[src/owd_params.svh]
// Constants for the option word decoder: word field positions, register
// offsets, reset values and the nominal figures it reports.
// Assumes option words are 13 bits wide and held stable by the NV array.
`ifndef OWD_PARAMS_SVH
`define OWD_PARAMS_SVH

// ****************************************************************
// Option word field positions
// ****************************************************************
`define OWD_PROT_MSB 2
`define OWD_PROT_LSB 0
`define OWD_OSC_MSB 5
`define OWD_OSC_LSB 3
`define OWD_RSV1_BIT 12
`define OWD_TPIN_BIT 11
`define OWD_RSV0_BIT 10
`define OWD_HALT_BIT 9
`define OWD_TRIM_MSB 8
`define OWD_TRIM_LSB 4
`define OWD_RCF_MSB 3
`define OWD_RCF_LSB 2
`define OWD_LVR_MSB 1
`define OWD_LVR_LSB 0

// ****************************************************************
// Register byte offsets and reset values
// ****************************************************************
`define OWD_ADDR_OSC 12'h000
`define OWD_ADDR_CFG 12'h004
`define OWD_ADDR_LVR 12'h008
`define OWD_ADDR_ID 12'h00C
`define OWD_ADDR_CTRL 12'h010
`define OWD_CTRL_RST 1'h0

// ****************************************************************
// Nominal figures
// ****************************************************************
`define OWD_TRIM_NOM_NS 250
`define OWD_RC_KHZ_0 15'h0FA0
`define OWD_RC_KHZ_1 15'h3E80
`define OWD_RC_KHZ_2 15'h0DFC
`define OWD_RC_KHZ_3 15'h01C7
`define OWD_POR_MV 12'h7D0
`define OWD_LVR1_TRIP_MV 12'hA28
`define OWD_LVR1_REL_MV 12'hAF0
`define OWD_LVR2_TRIP_MV 12'hCE4
`define OWD_LVR2_REL_MV 12'hD7A
`define OWD_LVR3_TRIP_MV 12'hED8
`define OWD_LVR3_REL_MV 12'hF3C

`endif

[src/owd_pkg.sv]
// Types shared by the option word decoder.
// Assumes nothing of its surroundings.
package owd_pkg;

    // Selected system clock source
    typedef enum logic [2:0]
    {
        crystal_mode,
        high_crystal_mode,
        low_crystal1_mode,
        low_crystal2_mode,
        internal_resistor_cap_osc,
        ext_resistor_cap_osc
    } owd_clk_src_type;

endpackage

[src/owd_top.sv]
// Option word decoder: captures the three option words once after reset
// and turns them into static control settings, with an AHB-Lite view.
// Assumes the option word inputs are stable from power-up and synchronous
// to hclk; the bus sees decoded settings, plus word 2 unchanged as the ID when unprotected.
//
// Chosen here: the AHB-Lite slave port and the register offsets.
`timescale 1ns/1ps
`include "owd_params.svh"

module owd_top
    import owd_pkg::*;
#(
    parameter int WORD_W = 13
)
(
    input wire logic hclk,
    input wire logic hresetn,
    input wire logic [WORD_W-1:0] opt_word0,
    input wire logic [WORD_W-1:0] opt_word1,
    input wire logic [WORD_W-1:0] opt_word2,
    input wire logic hsel,
    input wire logic [31:0] haddr,
    input wire logic [1:0] htrans,
    input wire logic hwrite,
    input wire logic [2:0] hsize,
    input wire logic [31:0] hwdata,
    input wire logic hready,
    output logic hreadyout,
    output logic hresp,
    output logic [31:0] hrdata,
    output owd_clk_src_type clk_src_q,
    output logic osc_out_en_q,
    output logic second_osc_gpio_q,
    output logic code_protect_en_q,
    output logic timer_clk_in_sel_q,
    output logic halt_allow_q,
    output logic [4:0] rc_trim_code_q,
    output logic [4:0] rc_trim_rank_q,
    output logic [1:0] rc_freq_sel_q,
    output logic [14:0] rc_nominal_khz_q,
    output logic lvr_en_q,
    output logic [11:0] lvr_trip_mv_q,
    output logic [11:0] lvr_release_mv_q,
    output logic [WORD_W-1:0] customer_id_q,
    output logic reserved_ok_q,
    output logic settings_valid_q
);

    // ****************************************************************
    // Decode functions
    // ****************************************************************

    // Clock source from the three-bit mode field
    function automatic owd_clk_src_type clk_src_f(input logic [2:0] m);
        owd_clk_src_type s;
        s = crystal_mode;
        case (m)
            3'h0: s = crystal_mode;
            3'h1: s = high_crystal_mode;
            3'h2: s = low_crystal1_mode;
            3'h3: s = low_crystal2_mode;
            3'h4, 3'h5: s = internal_resistor_cap_osc;
            3'h6, 3'h7: s = ext_resistor_cap_osc;
            default: s = crystal_mode;
        endcase
        return s;
    endfunction

    // Frequency rank of a trim code, 0 slowest (11111) to 31 fastest
    function automatic logic [4:0] trim_rank_f(input logic [4:0] c);
        logic [4:0] r;
        r = 5'h00;
        case (c[4:3])
            2'h3: r = {2'h0, ~c[2:0]};
            2'h1: r = {2'h1, ~c[2:0]};
            2'h0: r = {2'h2, c[2:0]};
            2'h2: r = {2'h3, c[2:0]};
            default: r = 5'h00;
        endcase
        return r;
    endfunction

    // Nominal internal RC frequency in kHz
    function automatic logic [14:0] rc_khz_f(input logic [1:0] s);
        logic [14:0] k;
        k = `OWD_RC_KHZ_0;
        case (s)
            2'h0: k = `OWD_RC_KHZ_0;
            2'h1: k = `OWD_RC_KHZ_1;
            2'h2: k = `OWD_RC_KHZ_2;
            2'h3: k = `OWD_RC_KHZ_3;
            default: k = `OWD_RC_KHZ_0;
        endcase
        return k;
    endfunction

    // Reset trip level in mV; with the detector off only power-on remains
    function automatic logic [11:0] trip_mv_f(input logic [1:0] s);
        logic [11:0] v;
        v = `OWD_POR_MV;
        case (s)
            2'h0: v = `OWD_POR_MV;
            2'h1: v = `OWD_LVR1_TRIP_MV;
            2'h2: v = `OWD_LVR2_TRIP_MV;
            2'h3: v = `OWD_LVR3_TRIP_MV;
            default: v = `OWD_POR_MV;
        endcase
        return v;
    endfunction

    // Reset release level in mV
    function automatic logic [11:0] rel_mv_f(input logic [1:0] s);
        logic [11:0] v;
        v = `OWD_POR_MV;
        case (s)
            2'h0: v = `OWD_POR_MV;
            2'h1: v = `OWD_LVR1_REL_MV;
            2'h2: v = `OWD_LVR2_REL_MV;
            2'h3: v = `OWD_LVR3_REL_MV;
            default: v = `OWD_POR_MV;
        endcase
        return v;
    endfunction

    // ****************************************************************
    // Option word capture
    // ****************************************************************

    logic [2:0] osc_f;
    logic [1:0] lvr_f;
    logic [1:0] rcf_f;
    logic [4:0] trim_f;
    logic view_en_q;
    logic bus_take;

    assign osc_f = opt_word0[`OWD_OSC_MSB:`OWD_OSC_LSB];
    assign lvr_f = opt_word1[`OWD_LVR_MSB:`OWD_LVR_LSB];
    assign rcf_f = opt_word1[`OWD_RCF_MSB:`OWD_RCF_LSB];
    assign trim_f = opt_word1[`OWD_TRIM_MSB:`OWD_TRIM_LSB];

    // Ports cannot be loaded under async reset, so the words are taken
    // at the first edge after release and then frozen until next reset
    always_ff @(posedge hclk or negedge hresetn)
    begin
        if (!hresetn)
        begin
            settings_valid_q <= 1'b0;
            clk_src_q <= crystal_mode;
            osc_out_en_q <= 1'b0;
            second_osc_gpio_q <= 1'b0;
            code_protect_en_q <= 1'b1;
            timer_clk_in_sel_q <= 1'b0;
            halt_allow_q <= 1'b0;
            rc_trim_code_q <= 5'h00;
            rc_trim_rank_q <= 5'h10;
            rc_freq_sel_q <= 2'h0;
            rc_nominal_khz_q <= `OWD_RC_KHZ_0;
            lvr_en_q <= 1'b0;
            lvr_trip_mv_q <= `OWD_POR_MV;
            lvr_release_mv_q <= `OWD_POR_MV;
            customer_id_q <= '0;
            reserved_ok_q <= 1'b0;
        end
        else if (!settings_valid_q)
        begin
            settings_valid_q <= 1'b1;
            clk_src_q <= clk_src_f(osc_f);
            osc_out_en_q <= osc_f[2] & osc_f[0];
            second_osc_gpio_q <= osc_f[2] & ~osc_f[0];
            code_protect_en_q <=
                |opt_word0[`OWD_PROT_MSB:`OWD_PROT_LSB];
            timer_clk_in_sel_q <= opt_word1[`OWD_TPIN_BIT];
            halt_allow_q <= ~opt_word1[`OWD_HALT_BIT];
            rc_trim_code_q <= trim_f;
            rc_trim_rank_q <= trim_rank_f(trim_f);
            rc_freq_sel_q <= rcf_f;
            rc_nominal_khz_q <= rc_khz_f(rcf_f);
            lvr_en_q <= |lvr_f;
            lvr_trip_mv_q <= trip_mv_f(lvr_f);
            lvr_release_mv_q <= rel_mv_f(lvr_f);
            customer_id_q <= opt_word2;
            // Flags a mis-programmed part; decoding goes on regardless
            reserved_ok_q <= opt_word1[`OWD_RSV1_BIT] &
                ~opt_word1[`OWD_RSV0_BIT];
        end
    end

    // ****************************************************************
    // AHB-Lite slave
    // ****************************************************************

    // Decoded settings as a read-back word; only word 2 reaches the bus raw, as the ID when unprotected
    function automatic logic [31:0] rd_mux_f(input logic [11:0] a);
        logic [31:0] d;
        d = 32'h0000_0000;
        case (a)
            `OWD_ADDR_OSC: d = {25'h0,
                second_osc_gpio_q, osc_out_en_q, 2'h0, clk_src_q};
            `OWD_ADDR_CFG: d = {5'h0, settings_valid_q, reserved_ok_q,
                rc_nominal_khz_q, rc_freq_sel_q, rc_trim_rank_q,
                halt_allow_q, timer_clk_in_sel_q, code_protect_en_q};
            `OWD_ADDR_LVR: d = {7'h0, lvr_release_mv_q, lvr_trip_mv_q,
                lvr_en_q};
            `OWD_ADDR_ID: d = code_protect_en_q ? 32'h0000_0000 :
                {{(32 - WORD_W){1'b0}}, customer_id_q};
            default: d = 32'h0000_0000;
        endcase
        return d;
    endfunction

    logic wr_pend_q;
    logic [11:0] wr_addr_q;

    assign bus_take = hsel & hready & htrans[1];

    // Zero-wait slave: always ready, always OKAY
    always_ff @(posedge hclk or negedge hresetn)
    begin
        if (!hresetn)
        begin
            hreadyout <= 1'b1;
            hresp <= 1'b0;
        end
        else
        begin
            hreadyout <= 1'b1;
            hresp <= 1'b0;
        end
    end

    // Read data is prepared at the address phase edge
    always_ff @(posedge hclk or negedge hresetn)
    begin
        if (!hresetn)
            hrdata <= 32'h0000_0000;
        else if (bus_take && !hwrite)
        begin
            if (view_en_q || haddr[11:0] == `OWD_ADDR_CTRL)
            begin
                if (haddr[11:0] == `OWD_ADDR_CTRL)
                    hrdata <= {31'h0, view_en_q};
                else
                    hrdata <= rd_mux_f(haddr[11:0]);
            end
            else
                hrdata <= 32'h0000_0000;
        end
        else
            hrdata <= 32'h0000_0000;
    end

    // Write address phase held for the data phase
    always_ff @(posedge hclk or negedge hresetn)
    begin
        if (!hresetn)
        begin
            wr_pend_q <= 1'b0;
            wr_addr_q <= 12'h000;
        end
        else
        begin
            wr_pend_q <= bus_take & hwrite;
            wr_addr_q <= haddr[11:0];
        end
    end

    // Only the view control is writable; option words stay out of reach
    always_ff @(posedge hclk or negedge hresetn)
    begin
        if (!hresetn)
            view_en_q <= `OWD_CTRL_RST;
        else if (wr_pend_q && wr_addr_q == `OWD_ADDR_CTRL)
            view_en_q <= hwdata[0];
    end
endmodule

[config.mk]
export PLATFORM = sky130hd
export DESIGN_NAME = owd_top
export DESIGN_NICKNAME = d
export VERILOG_FILES = /design/src/owd_pkg.sv /design/src/owd_top.sv
export VERILOG_INCLUDE_DIRS = /design/src /design/src/src
export SDC_FILE = /design/constraint.sdc
export NUM_CORES = 1
export LEC_CHECK = 0
export ABC_CLOCK_PERIOD_IN_PS = 1800
export BUFFER_PORTS_ARGS = -buffer_cell sky130_fd_sc_hd__buf_2
export CORE_MARGIN = 2
export CORE_UTILIZATION = 45
export DETAILED_ROUTE_END_ITERATION = 8
export PLACE_DENSITY_LB_ADDON = 0.08
export SLEW_MARGIN = 20
export SYNTH_ARGS = -nofsm -noshare
export SYNTH_HDL_FRONTEND = slang
export SYNTH_SLANG_ARGS = --single-unit
[constraint.sdc]
create_clock -name hclk -period 1.8 [get_ports hclk]
set_input_delay 0.18 -clock hclk [delete_from_list [all_inputs] [get_ports hclk]]
set_output_delay 0.18 -clock hclk [all_outputs]
set_load 0.01 [all_outputs]
Word level (Yosys, flattened, before mapping)
Memories as Yosys holds them, arrays and structs flattened. A register that Yosys moved wholly into a read port is not among the register bits.
Cells that the tools add are included.
Word-level totals
  bits in writable memories: 0
  latch bits: 0
  memory bits (read-only): 24
  register bits after elaboration: 118
  logic and storage cells: 65
  output and inout bits: 109
  memories: 1
  input port bits: 113
Memory list
  (no name shown): words 8, bits a word 3, read ports 1, clocked after memory_dff 1, wr ports 0, line owd_top.sv:57  | case (m)
Cells by class
  eq/ne operators: 14
  order comparisons: 0
  bitwise logic cells: 10
  multiplexer cells: 9
  div/mod/pow operators: 0
  add/subtract/negate cells: 0
  shift-type cells: 0
  $mul: 0
  reduce and logical (&&, ||, !) cells: 12
Operator list (number)
  case mux 27 bit (4 select lines): 1
  case mux 12 bit (4 select lines): 2
  two-way mux 32 bit: 2
  case mux 15 bit (4 select lines): 1
  two-way mux 27 bit: 1
  == test 12 x 4 -> 1 bit, second input constant: 2
  == test 12 x 5 -> 1 bit, second input constant: 2
  case mux 5 bit (4 select lines): 1
  two-way mux 13 bit: 1
  == test 12 x 3 -> 1 bit, second input constant: 1
  == test 2 bit, second input constant: 6
  zero test 12 bit: 1
  AND 1 bit: 6
  == test 2 x 1 -> 1 bit, second input constant: 3
  zero test 2 bit: 3
  zero test 1 bit: 3
  NOT 1 bit: 3
  NOT 3 bit: 1
  OR reduction 3 bit: 1
  logical AND 1 bit: 2
  OR reduction 2 bit: 1
  logical OR 1 bit: 1

Depth between registers and ports, before layout
Gate-level depths: netlist of the first run.
  word-level depth: 5
  depth in mapped cells: 5
  gate-level depth less buffers: 5

Worst setup path after synthesis of the first run
No wires, ideal clock.
  kind: register to register
  from: register settings_valid_q
  to: register lvr_trip_mv_q[3]
  cell stages (with the launch flop): 6
  required time: 1.705 ns
  path buffers: 3
  setup slack: 0.424 ns
  period minus slack after synthesis: 1.376 ns
  data arrival time: 1.280 ns
  library setup time: 0.095 ns
  path through: dfrtp_1 -> buf_2 -> clkbuf_1 -> clkbuf_1 -> nand2_1 -> o31ai_1
RTL lines
  start: declaration: line owd_top.sv:46  | output logic settings_valid_q
  start signal: assignment: line owd_top.sv:147  | settings_valid_q <= 1'b0;
  start signal: assignment: line owd_top.sv:166  | settings_valid_q <= 1'b1;
  end signal: assignment: line owd_top.sv:159  | lvr_trip_mv_q <= `OWD_POR_MV;
  end signal: assignment: line owd_top.sv:179  | lvr_trip_mv_q <= trip_mv_f(lvr_f);
  end: declaration: line owd_top.sv:42  | output logic [11:0] lvr_trip_mv_q,

Final worst setup path of the first run
  from: input haddr[9]
  to: register hrdata[16]
On the way
  cells in the longest elaborated chain, start to end: 5
  elaborated cells on any way between the ends: 10
  classes of those cells: 4 x eq/ne; 4 x mux; 2 x reduce/logical
RTL lines
  start: declaration: line owd_top.sv:22  | input wire logic [31:0] haddr,
  == test 12 x 4 -> 1 bit, or another cell as far along: line owd_top.sv:196  | case (a)
  case mux 27 bit (4 select lines): line owd_top.sv:196
  two-way mux 27 bit: line owd_top.sv:240  | if (haddr[11:0] == `OWD_ADDR_CTRL)
  two-way mux 32 bit *: line owd_top.sv:238  | if (view_en_q || haddr[11:0] == `OWD_ADDR_CTRL)
  two-way mux 32 bit *: line owd_top.sv:236  | else if (bus_take && !hwrite)
  end signal: assignment: line owd_top.sv:241  | hrdata <= {31'h0, view_en_q};
  end signal: assignment: line owd_top.sv:243  | hrdata <= rd_mux_f(haddr[11:0]);
  end: declaration: line owd_top.sv:30  | output logic [31:0] hrdata,
Every way passes the cells marked *; elsewhere a longest branch is shown, timed or not.
A chain may end at the register's enable or synchronous reset.

==> results of run 1 <==
## synth_stat cells, types with 2 or more instances
cell type                    n  area, um2
sky130_fd_sc_hd__a2bb2oi_1   2      17.52
sky130_fd_sc_hd__dfstp_2    12      315.3
sky130_fd_sc_hd__a21boi_0    3      22.52
sky130_fd_sc_hd__a32oi_1     2      17.52
sky130_fd_sc_hd__o31ai_1     4      30.03
sky130_fd_sc_hd__mux2_2     26      292.8
sky130_fd_sc_hd__a211oi_2    3      37.54
sky130_fd_sc_hd__nand4_1     2      12.51
sky130_fd_sc_hd__buf_2       5      25.02
sky130_fd_sc_hd__o21ai_0    17      85.08
sky130_fd_sc_hd__clkbuf_1    9      33.78
sky130_fd_sc_hd__a21oi_1     4      20.02
sky130_fd_sc_hd__nand2b_1    9      56.30
sky130_fd_sc_hd__nor2_1     12      45.04
sky130_fd_sc_hd__nor4b_4     2      47.55
sky130_fd_sc_hd__mux2i_1     6      60.06
sky130_fd_sc_hd__nand2_1    43      161.4
sky130_fd_sc_hd__buf_1       2      7.510
sky130_fd_sc_hd__inv_1      10      37.54
sky130_fd_sc_hd__a211oi_1   10      75.07
sky130_fd_sc_hd__ha_1       12      150.1
sky130_fd_sc_hd__a311oi_1    4      35.03
sky130_fd_sc_hd__conb_1      2      7.510
sky130_fd_sc_hd__nor4b_1     3      26.28
sky130_fd_sc_hd__buf_4      28      210.2
sky130_fd_sc_hd__dfrtp_1    85       2127
sky130_fd_sc_hd__nor2b_1     6      37.54
sky130_fd_sc_hd__nand3_1     9      45.04
sky130_fd_sc_hd__a22o_1      2      17.52
sky130_fd_sc_hd__a22oi_1     4      30.03
sky130_fd_sc_hd__nor3_1     11      55.05
## area by class of cell
class,count,area share
Multi-Input combinational cell,224,0.2919
Timing Repair Buffer,169,0.1815
Clock inverter,6,0.01366
Antenna cell,1,0.0004630
Inverter,10,0.006944
Sequential cell,97,0.4521
Clock buffer,10,0.02361
Tap cell,129,0.02986
## layer usage
metal	GRT usage	vias to the layer above
met5	0	-
met4	0.06237	0
met3	0.04348	11
met2	0.2971	102
met1	0.2755	1485
li1	-	1518
## power groups by stage
stage	Clock, uW	Sequential [uW]	Combinational [uW]
4_1_cts	1480	2460	688
6_report	1440	2460	676
2_1_floorplan	0	2520	322
5_1_grt	1580	2480	751
3_3_place_gp	0	2490	660
3_5_place_dp	0	2500	669
## registers in the layout, summed over array words and instances (netlist names)
name / flops
clk_src_q: 3
code_protect_en_q: 1
customer_id_q: 13
halt_allow_q: 1
hrdata: 27
lvr_en_q: 1
lvr_release_mv_q: 5
lvr_trip_mv_q: 7
osc_out_en_q: 1
rc_freq_sel_q: 2
rc_nominal_khz_q: 8
rc_trim_code_q: 5
rc_trim_rank_q: 5
reserved_ok_q: 1
second_osc_gpio_q: 1
settings_valid_q: 1
timer_clk_in_sel_q: 1
view_en_q: 1
wr_addr_q: 12
wr_pend_q: 1
## stage by stage
stage          cell area, um2  setup WS, ns  total power, uW  utilization
2_1_floorplan            4345        0.4242             2845            -
3_3_place_gp             5101        0.3661             3153       0.5521
3_5_place_dp             5101        0.3602             3168       0.5521
4_1_cts                  5403        0.1754             4623       0.5847
5_1_grt                  5403       0.04426             4807       0.5847
6_report                 5405        0.1815             4568       0.5850
## worst paths after layout
kind / startpoint / endpoint / slack [ns] / cells past startpoint
hold reg to reg: rc_nominal_khz_q[8] / rc_nominal_khz_q[8] / 0.48 / 2
hold / removal: haddr[0] / wr_addr_q[0] / 0.04 / 1
max in group asynchronous: hresetn / lvr_trip_mv_q[4] / 0.85 / 3
setup / recovery: haddr[9] / hrdata[16] / 0.18 / 6
min in group asynchronous: hresetn / hrdata[2] / 0.34 / 2
setup reg to reg: view_en_q / hrdata[16] / 0.36 / 4
## critical path, cell delays in order
cell and delay [ns]:
sky130_fd_sc_hd__dlygate4sd3_1 0.53, sky130_fd_sc_hd__buf_2 0.14, sky130_fd_sc_hd__nor4_4 0.40, sky130_fd_sc_hd__nand4_4 0.10
sky130_fd_sc_hd__buf_4 0.25, sky130_fd_sc_hd__a211oi_1 0.25
## cell families (layout without fill, tap and decap cells)
| group | count (synthesis) | count (layout) | synth area share |
|---|---|---|---|
| and+or+nand+nor | 108 | 108 | 0.1397 |
| DFF | 97 | 97 | 0.5679 |
| AOI/OAI and AO/OA | 58 | 58 | 0.09805 |
| buffers and inverters | 55 | 195 | 0.07565 |
| muxes | 32 | 32 | 0.08205 |
| adders and majority gates | 12 | 12 | 0.03491 |
| other | 2 | 15 | 0.001746 |
## timing repair
item	in CTS	in global routing
setup buffers	0	0
hold buffers	10	0
hold endpoints to repair	34	0
setup endpoints to repair	0	0
==> run summary, run 1 <==
For the number of pins with negative max-slew slack in the final report, the log shows 0. I/O pin total: 222. The number of warnings issued by yosys came out at 0.

The number of different library cells in the post-synthesis netlist is 46, and the pin count of the biggest net entering global routing is 44. The internal portion of the total power is 3304 uW. After detailed routing, no signal wire sits above met4. The combined flip-flop and latch cell area is 2444 um2.

The tool flagged a number of max-cap violations equal to 0. The run gives 0.1941 as the global routing usage summed across all routing layers. The total detailed-routing wirelength was 9832 um. For the placed wire-length estimate, the log shows 7307 um. The logs give 3028 for the number of global-route vias before repair and 2.06 ns for the data required time at the worst endpoint. The type of destination of the critical path is a flip-flop.

TritonCTS created 9 clock buffers. The floorplan core area was 9240 um2; the total power per unit cell area was 845.1 nW/um2. The run gives 35 as the site row count.

Summed over all nets, the switching power comes to 1264 uW. The wire length of the first global-routing pass came out at 15560 um. The type of the tightest min-delay check is in2reg. The run gives 0.4654 as the initial core utilization. The tightest hold path in the finished design has a slack of 0.03955 ns. After detailed routing, the number of remaining DRC violations is 0. The number of vias per cell after detailed routing works out to 4.824. Leaving out fill and tap cells, the most frequent cells in the layout are sky130_fd_sc_hd__buf_2 (145), sky130_fd_sc_hd__dfrtp_1 (84), sky130_fd_sc_hd__nand2_1 (43).

For the detailed-routing wirelength on met1, the log shows 4515 um. Setup skew after layout: 0.01504 ns. The global-route congestion overflow total is 0. The initial detailed-routing violation count is 62. The run finished with clean final reports. For the share of synthesized area occupied by flip-flops and latches, the log shows 0.5679.

Setup repair after global routing left no endpoint under its margin. The area growth from synthesis to layout is 25.69%. The tools report the startpoint type of the worst setup path as an input pin.

TritonCTS built the clock tree. The filler cells instantiated in the layout total 828. The register bit count reported by yosys is 97.

Gates resized during post-CTS repair numbered 0. The clock tree synthesis step divided the H-tree into 3 levels. The synthesized netlist occupies a cell area of 4300 um2. Of all nets on the critical path, the largest fanout is 26. The instance count of the mapped netlist was 364; the maximum frequency from static timing analysis was 617.9 MHz. The cell sitting at the root of the clock tree is a sky130_fd_sc_hd__clkbuf_8. Fraction of power spent switching nets: 0.2767. The clock-pin slew reported for the worst setup and hold paths after clock tree synthesis is 0.09 ns.

The worst max-slew margin expressed relative to the limit was 0.6526. After layout, the minimum clock period comes to 1.618 ns. The die covers 10350 um2. The critical path in this run is classified as in2reg. The fraction of the cycle the final worst path needs came out at 0.8992.

Summing all multi-input logic gate instances after layout gives 1578 um2. In the final routed layout, each cell accounts on average for 15.22 um. The maximum count of clock buffers along a single path was 2.

The count of final setup violators is 0, and the length of the first detailed-routing pass in iterations is 4. The transition time of the tightest slew-check pin was 0.5211 ns. The count of flip-flops with a built-in enable after synthesis was 0.

Excluding fillers, the count of instances in the completed layout stands at 646. The final layout contains 636 nets. The number of port buffers is 146. The library cell used most frequently in the layout, excluding fill and tap cells, is sky130_fd_sc_hd__buf_2. At the worst endpoint, the arrival time is 1.88 ns.

The overall die height was 101.8 um; the average size of a mapped cell was 11.81 um2. The tools report the number of antenna violations at the first check in global routing as 0. The detailed-route via count is 3116, and the routed length on met2 is 4607 um. Across the VDD grid, the largest voltage drop is 0.4382 mV.

The power share of the clock group was 0.315; the leakage component of the power was 0.002659 uW. The logs give 97 for the total clock sinks and 0.148 for the share of total power in combinational logic. The post-detailed-route count of antenna-violating nets was 0. The die is 101.8 um wide. Among all flip-flop cells after synthesis, the most frequent one is sky130_fd_sc_hd__dfrtp_1. Setup total negative slack on the finished layout was measured at 0 ns.

The proportion of layout cells with a drive suffix above 1 came out at 0.4341. Async set-or-reset flop fraction in the synthesized netlist: 1.000. The run gives 571 um as the routed length on met3. The clock latency reported for the late side of the worst-skew pair is 0.35 ns, and the sequential share of power is 0.538.

The logs give 619 for the post-placement cell count and 0.8118 for the placer congestion estimate. The final hold violation count was 0.
(Power assumes the default switching activity.)
==> inputs of run 2 (changes only) <==
--- a/config.mk
+++ b/config.mk
@@ -9,7 +9,8 @@
 export ABC_CLOCK_PERIOD_IN_PS = 1800
 export BUFFER_PORTS_ARGS = -buffer_cell sky130_fd_sc_hd__buf_2
 export CORE_MARGIN = 2
-export CORE_UTILIZATION = 45
+export CORE_UTILIZATION = 47
+export CTS_BUF_LIST = sky130_fd_sc_hd__clkbuf_4
 export DETAILED_ROUTE_END_ITERATION = 8
 export PLACE_DENSITY_LB_ADDON = 0.08
 export SLEW_MARGIN = 20
==> run summary, run 2 (synthesis results as in run 1) <==
The I/O pin total is 222 (unchanged), and the total clock sinks is 97 (unchanged). The layout overhead on the synthesized area came out at 30.32% (was 25.69%). The worst voltage drop across the vdd grid is 0.4553 mV (was 0.4382 mV), and the leakage component of the power is 0.002755 uW (was 0.002659 uW).

The total power per unit cell area was 797.1 nW/um2 (was 845.1 nW/um2); the end-of-flow core utilization was 0.6364 (was 0.5850). The run gives 0 (unchanged) as the post-detailed-route count of antenna-violating nets. The tools report the number of global-route vias before repair as 3217 (was 3028).

The count of final setup violators is 0 (unchanged), and the cell depth of the worst flop-to-flop path is 4 (unchanged). Startpoint of the most critical register-to-register path: view_en_q (unchanged). Worst setup path category: in2reg (unchanged). The post-CTS setup buffer count is 0 (unchanged), and the maximum count of clock buffers along a single path is 2 (unchanged). The average wire per cell in the routed design is 15.62 um (was 15.22 um). For the global-route congestion overflow total, the log shows 0 (unchanged).

The largest fanout on the critical path works out to 26 (unchanged). The run gives 4 (unchanged) as the length of the first detailed-routing pass in iterations. The setup skew after layout was 0.01860 ns (was 0.01504 ns). The level count of the clock H-tree came out at 3 (unchanged).

The die boundary width is 99.66 um (was 101.8 um). The tools report the total inserted antenna cells as 0 (was 1). Setup repair after global routing left no endpoint under its margin.

The proportion of layout cells with a drive suffix above 1 was 0.4118 (was 0.4341). Top library cells by usage in the layout, fill and taps aside: sky130_fd_sc_hd__buf_2 (145), sky130_fd_sc_hd__dfrtp_1 (84), sky130_fd_sc_hd__nand2_1 (43) (unchanged). Reg-to-reg endpoint: hrdata[22] (was hrdata[16]). TritonCTS built the clock tree. For the area of the die, the log shows 9931 um2 (was 10350 um2). Register ranked first by flip-flop count: hrdata (unchanged). Library cell used as clock root buffer: sky130_fd_sc_hd__clkbuf_4 (was sky130_fd_sc_hd__clkbuf_8). The tools report the number of pins with negative max-slew slack in the final report as 0 (unchanged). The fraction of the cycle the final worst path needs is 0.8869 (was 0.8992). The tools report the initial core utilization as 0.4883 (was 0.4654). The placer congestion estimate is 0.8064 (was 0.8118), and the overall die height is 99.66 um (was 101.8 um). The type of destination of the critical path was a flip-flop (unchanged). The detailed-route via count is 3227 (was 3116), and the maximum frequency from static timing analysis is 626.4 MHz (was 617.9 MHz). The run gives 0 (unchanged) as the final hold violation count. The run gives 0.2087 (was 0.1941) as the global routing usage summed across all routing layers. Flip-flop count of the largest register, all copies and words added: 27 (unchanged). The delay of the slowest cell on the worst path came out at 0.54 ns (was 0.53 ns). The type of the tightest min-delay check is in2reg (unchanged).

The end of the critical path is hrdata[22] (was hrdata[16]). The critical-path cell with the highest stage delay was sky130_fd_sc_hd__dlygate4sd3_1 (unchanged). The post-route non-filler standard cell count was 652 (was 646); the post-layout instance area was 5604 um2 (was 5405 um2). The number of vias per cell after detailed routing is 4.949 (was 4.824). The start point of the critical path is haddr[9] (unchanged). The tools report the worst endpoint data arrival time as 1.93 ns (was 1.88 ns). The total power consumption of the routed design was 4467 uW (was 4568 uW). The max capacitance violation total was 0 (unchanged). The number of port buffers was 146 (unchanged). The run gives 9 (unchanged) as the number of buffers created by CTS. Top Registers: hrdata x27, customer_id_q x13, wr_addr_q x12 (unchanged). The floorplan core area is 8806 um2 (was 9240 um2). The run gives 2.13 ns (was 2.06 ns) as the data required time at the worst endpoint. The logs give 10190 um (was 9832 um) for the total detailed-routing wirelength and 0 (unchanged) for the total of cells resized after clock tree synthesis. The post-placement cell count was 598 (was 619).

The startpoint type of the worst setup path is an input pin (unchanged). The tools report the total negative slack for setup checks as 0 ns (unchanged). For the clock latency reported for the late side of the worst-skew pair, the log shows 0.43 ns (was 0.35 ns). The clock period minus final worst setup slack was 1.596 ns (was 1.618 ns); the count of nets after finishing was 664 (was 636). The run finished with clean final reports. The most common cell after layout, fill and taps aside is sky130_fd_sc_hd__buf_2 (unchanged).

The clock-pin slew reported for the worst setup and hold paths after clock tree synthesis is 0.15 ns (was 0.09 ns), and the placed wire-length estimate is 7362 um (was 7307 um). Cell Chain, Critical Path: dlygate4sd3_1 > buf_2 > nor4_4 > nand4_4 > buf_4 > a211oi_1 (unchanged). The reg-to-reg setup timing slack is 0.30 ns (was 0.36 ns). The DRC violations left is 0 (unchanged). The wire length of the first global-routing pass came out at 16220 um (was 15560 um). The number of antenna violations at the first check in global routing is 0 (unchanged). The tools report the pin count of the biggest net entering global routing as 52 (was 44).

Site row count: 34 (was 35). The post-place instance area is 5062 um2 (was 5101 um2), and the initial detailed-routing violation count is 85 (was 62).
run 2: cell count changes in the layout (fill, tap and decap cells not counted), moves of 2 or more:
cell,change
sky130_fd_sc_hd__dlygate4sd3_1,+28
sky130_fd_sc_hd__clkbuf_4,+9
sky130_fd_sc_hd__clkbuf_8,-9
sky130_fd_sc_hd__inv_6,-2
run 2: routing by layer:
| metal | up-vias | track usage | share of wire |
|---|---|---|---|
| li1 | 1570 | - | - |
| met1 | 1544 | 0.2947 | 0.46 |
| met2 | 99 | 0.3233 | 0.47 |
| met3 | 14 | 0.04076 | 0.049 |
| met4 | 0 | 0.07482 | 0.018 |
| met5 | - | 0 | 0 |
run 2: timing repair:
action,in CTS,in global routing
setup endpoints to repair,0,0
hold buffers,38,0
endpoints found under the hold margin,68,0
run 2: stage by stage:
step | setup slack, ns | hold WS, ns
3_5_place_dp | 0.3128 | 0.1448
2_1_floorplan | 0.4242 | -0.1156
5_1_grt | 0.1214 | 0.01482
3_3_place_gp | 0.3674 | 0.1482
4_1_cts | 0.2405 | 0.003722
6_report | 0.2037 | 0.02945
run 2: worst min-delay path by stage:
stage	startpoint	to	slack, ns	cells past startpoint
2_1_floorplan	hresetn	clk_src_q[0]	-0.12	0
3_3_place_gp	hresetn	wr_addr_q[9]	0.15	1
3_5_place_dp	hresetn	wr_addr_q[9]	0.14	1
4_1_cts	opt_word0[5]	clk_src_q[2]	0.004	2
5_1_grt	opt_word1[12]	reserved_ok_q	0.01	3
6_report	opt_word1[12]	reserved_ok_q	0.03	3
run 2: final cells by class:
cell class                      instances  area, um2
Clock buffer                            9      67.56
Sequential cell                        97       2444
Clock inverter                          7      93.84
Inverter                               10      37.54
Timing Repair Buffer                  197       1249
Tap cell                              108      135.1
Multi-Input combinational cell        224       1578
Fill cell                             723       3202
run 2: worst max-delay path, delay by kind of cell:
kind            cells  cell delay, ns
compound gates      1            0.29
simple gates        2            0.52
buf+inv             3            0.93
run 2: report_power, final:
group,switching (uW),internal [uW]
Sequential,121,2330
Clock,723,565
Combinational,381,343
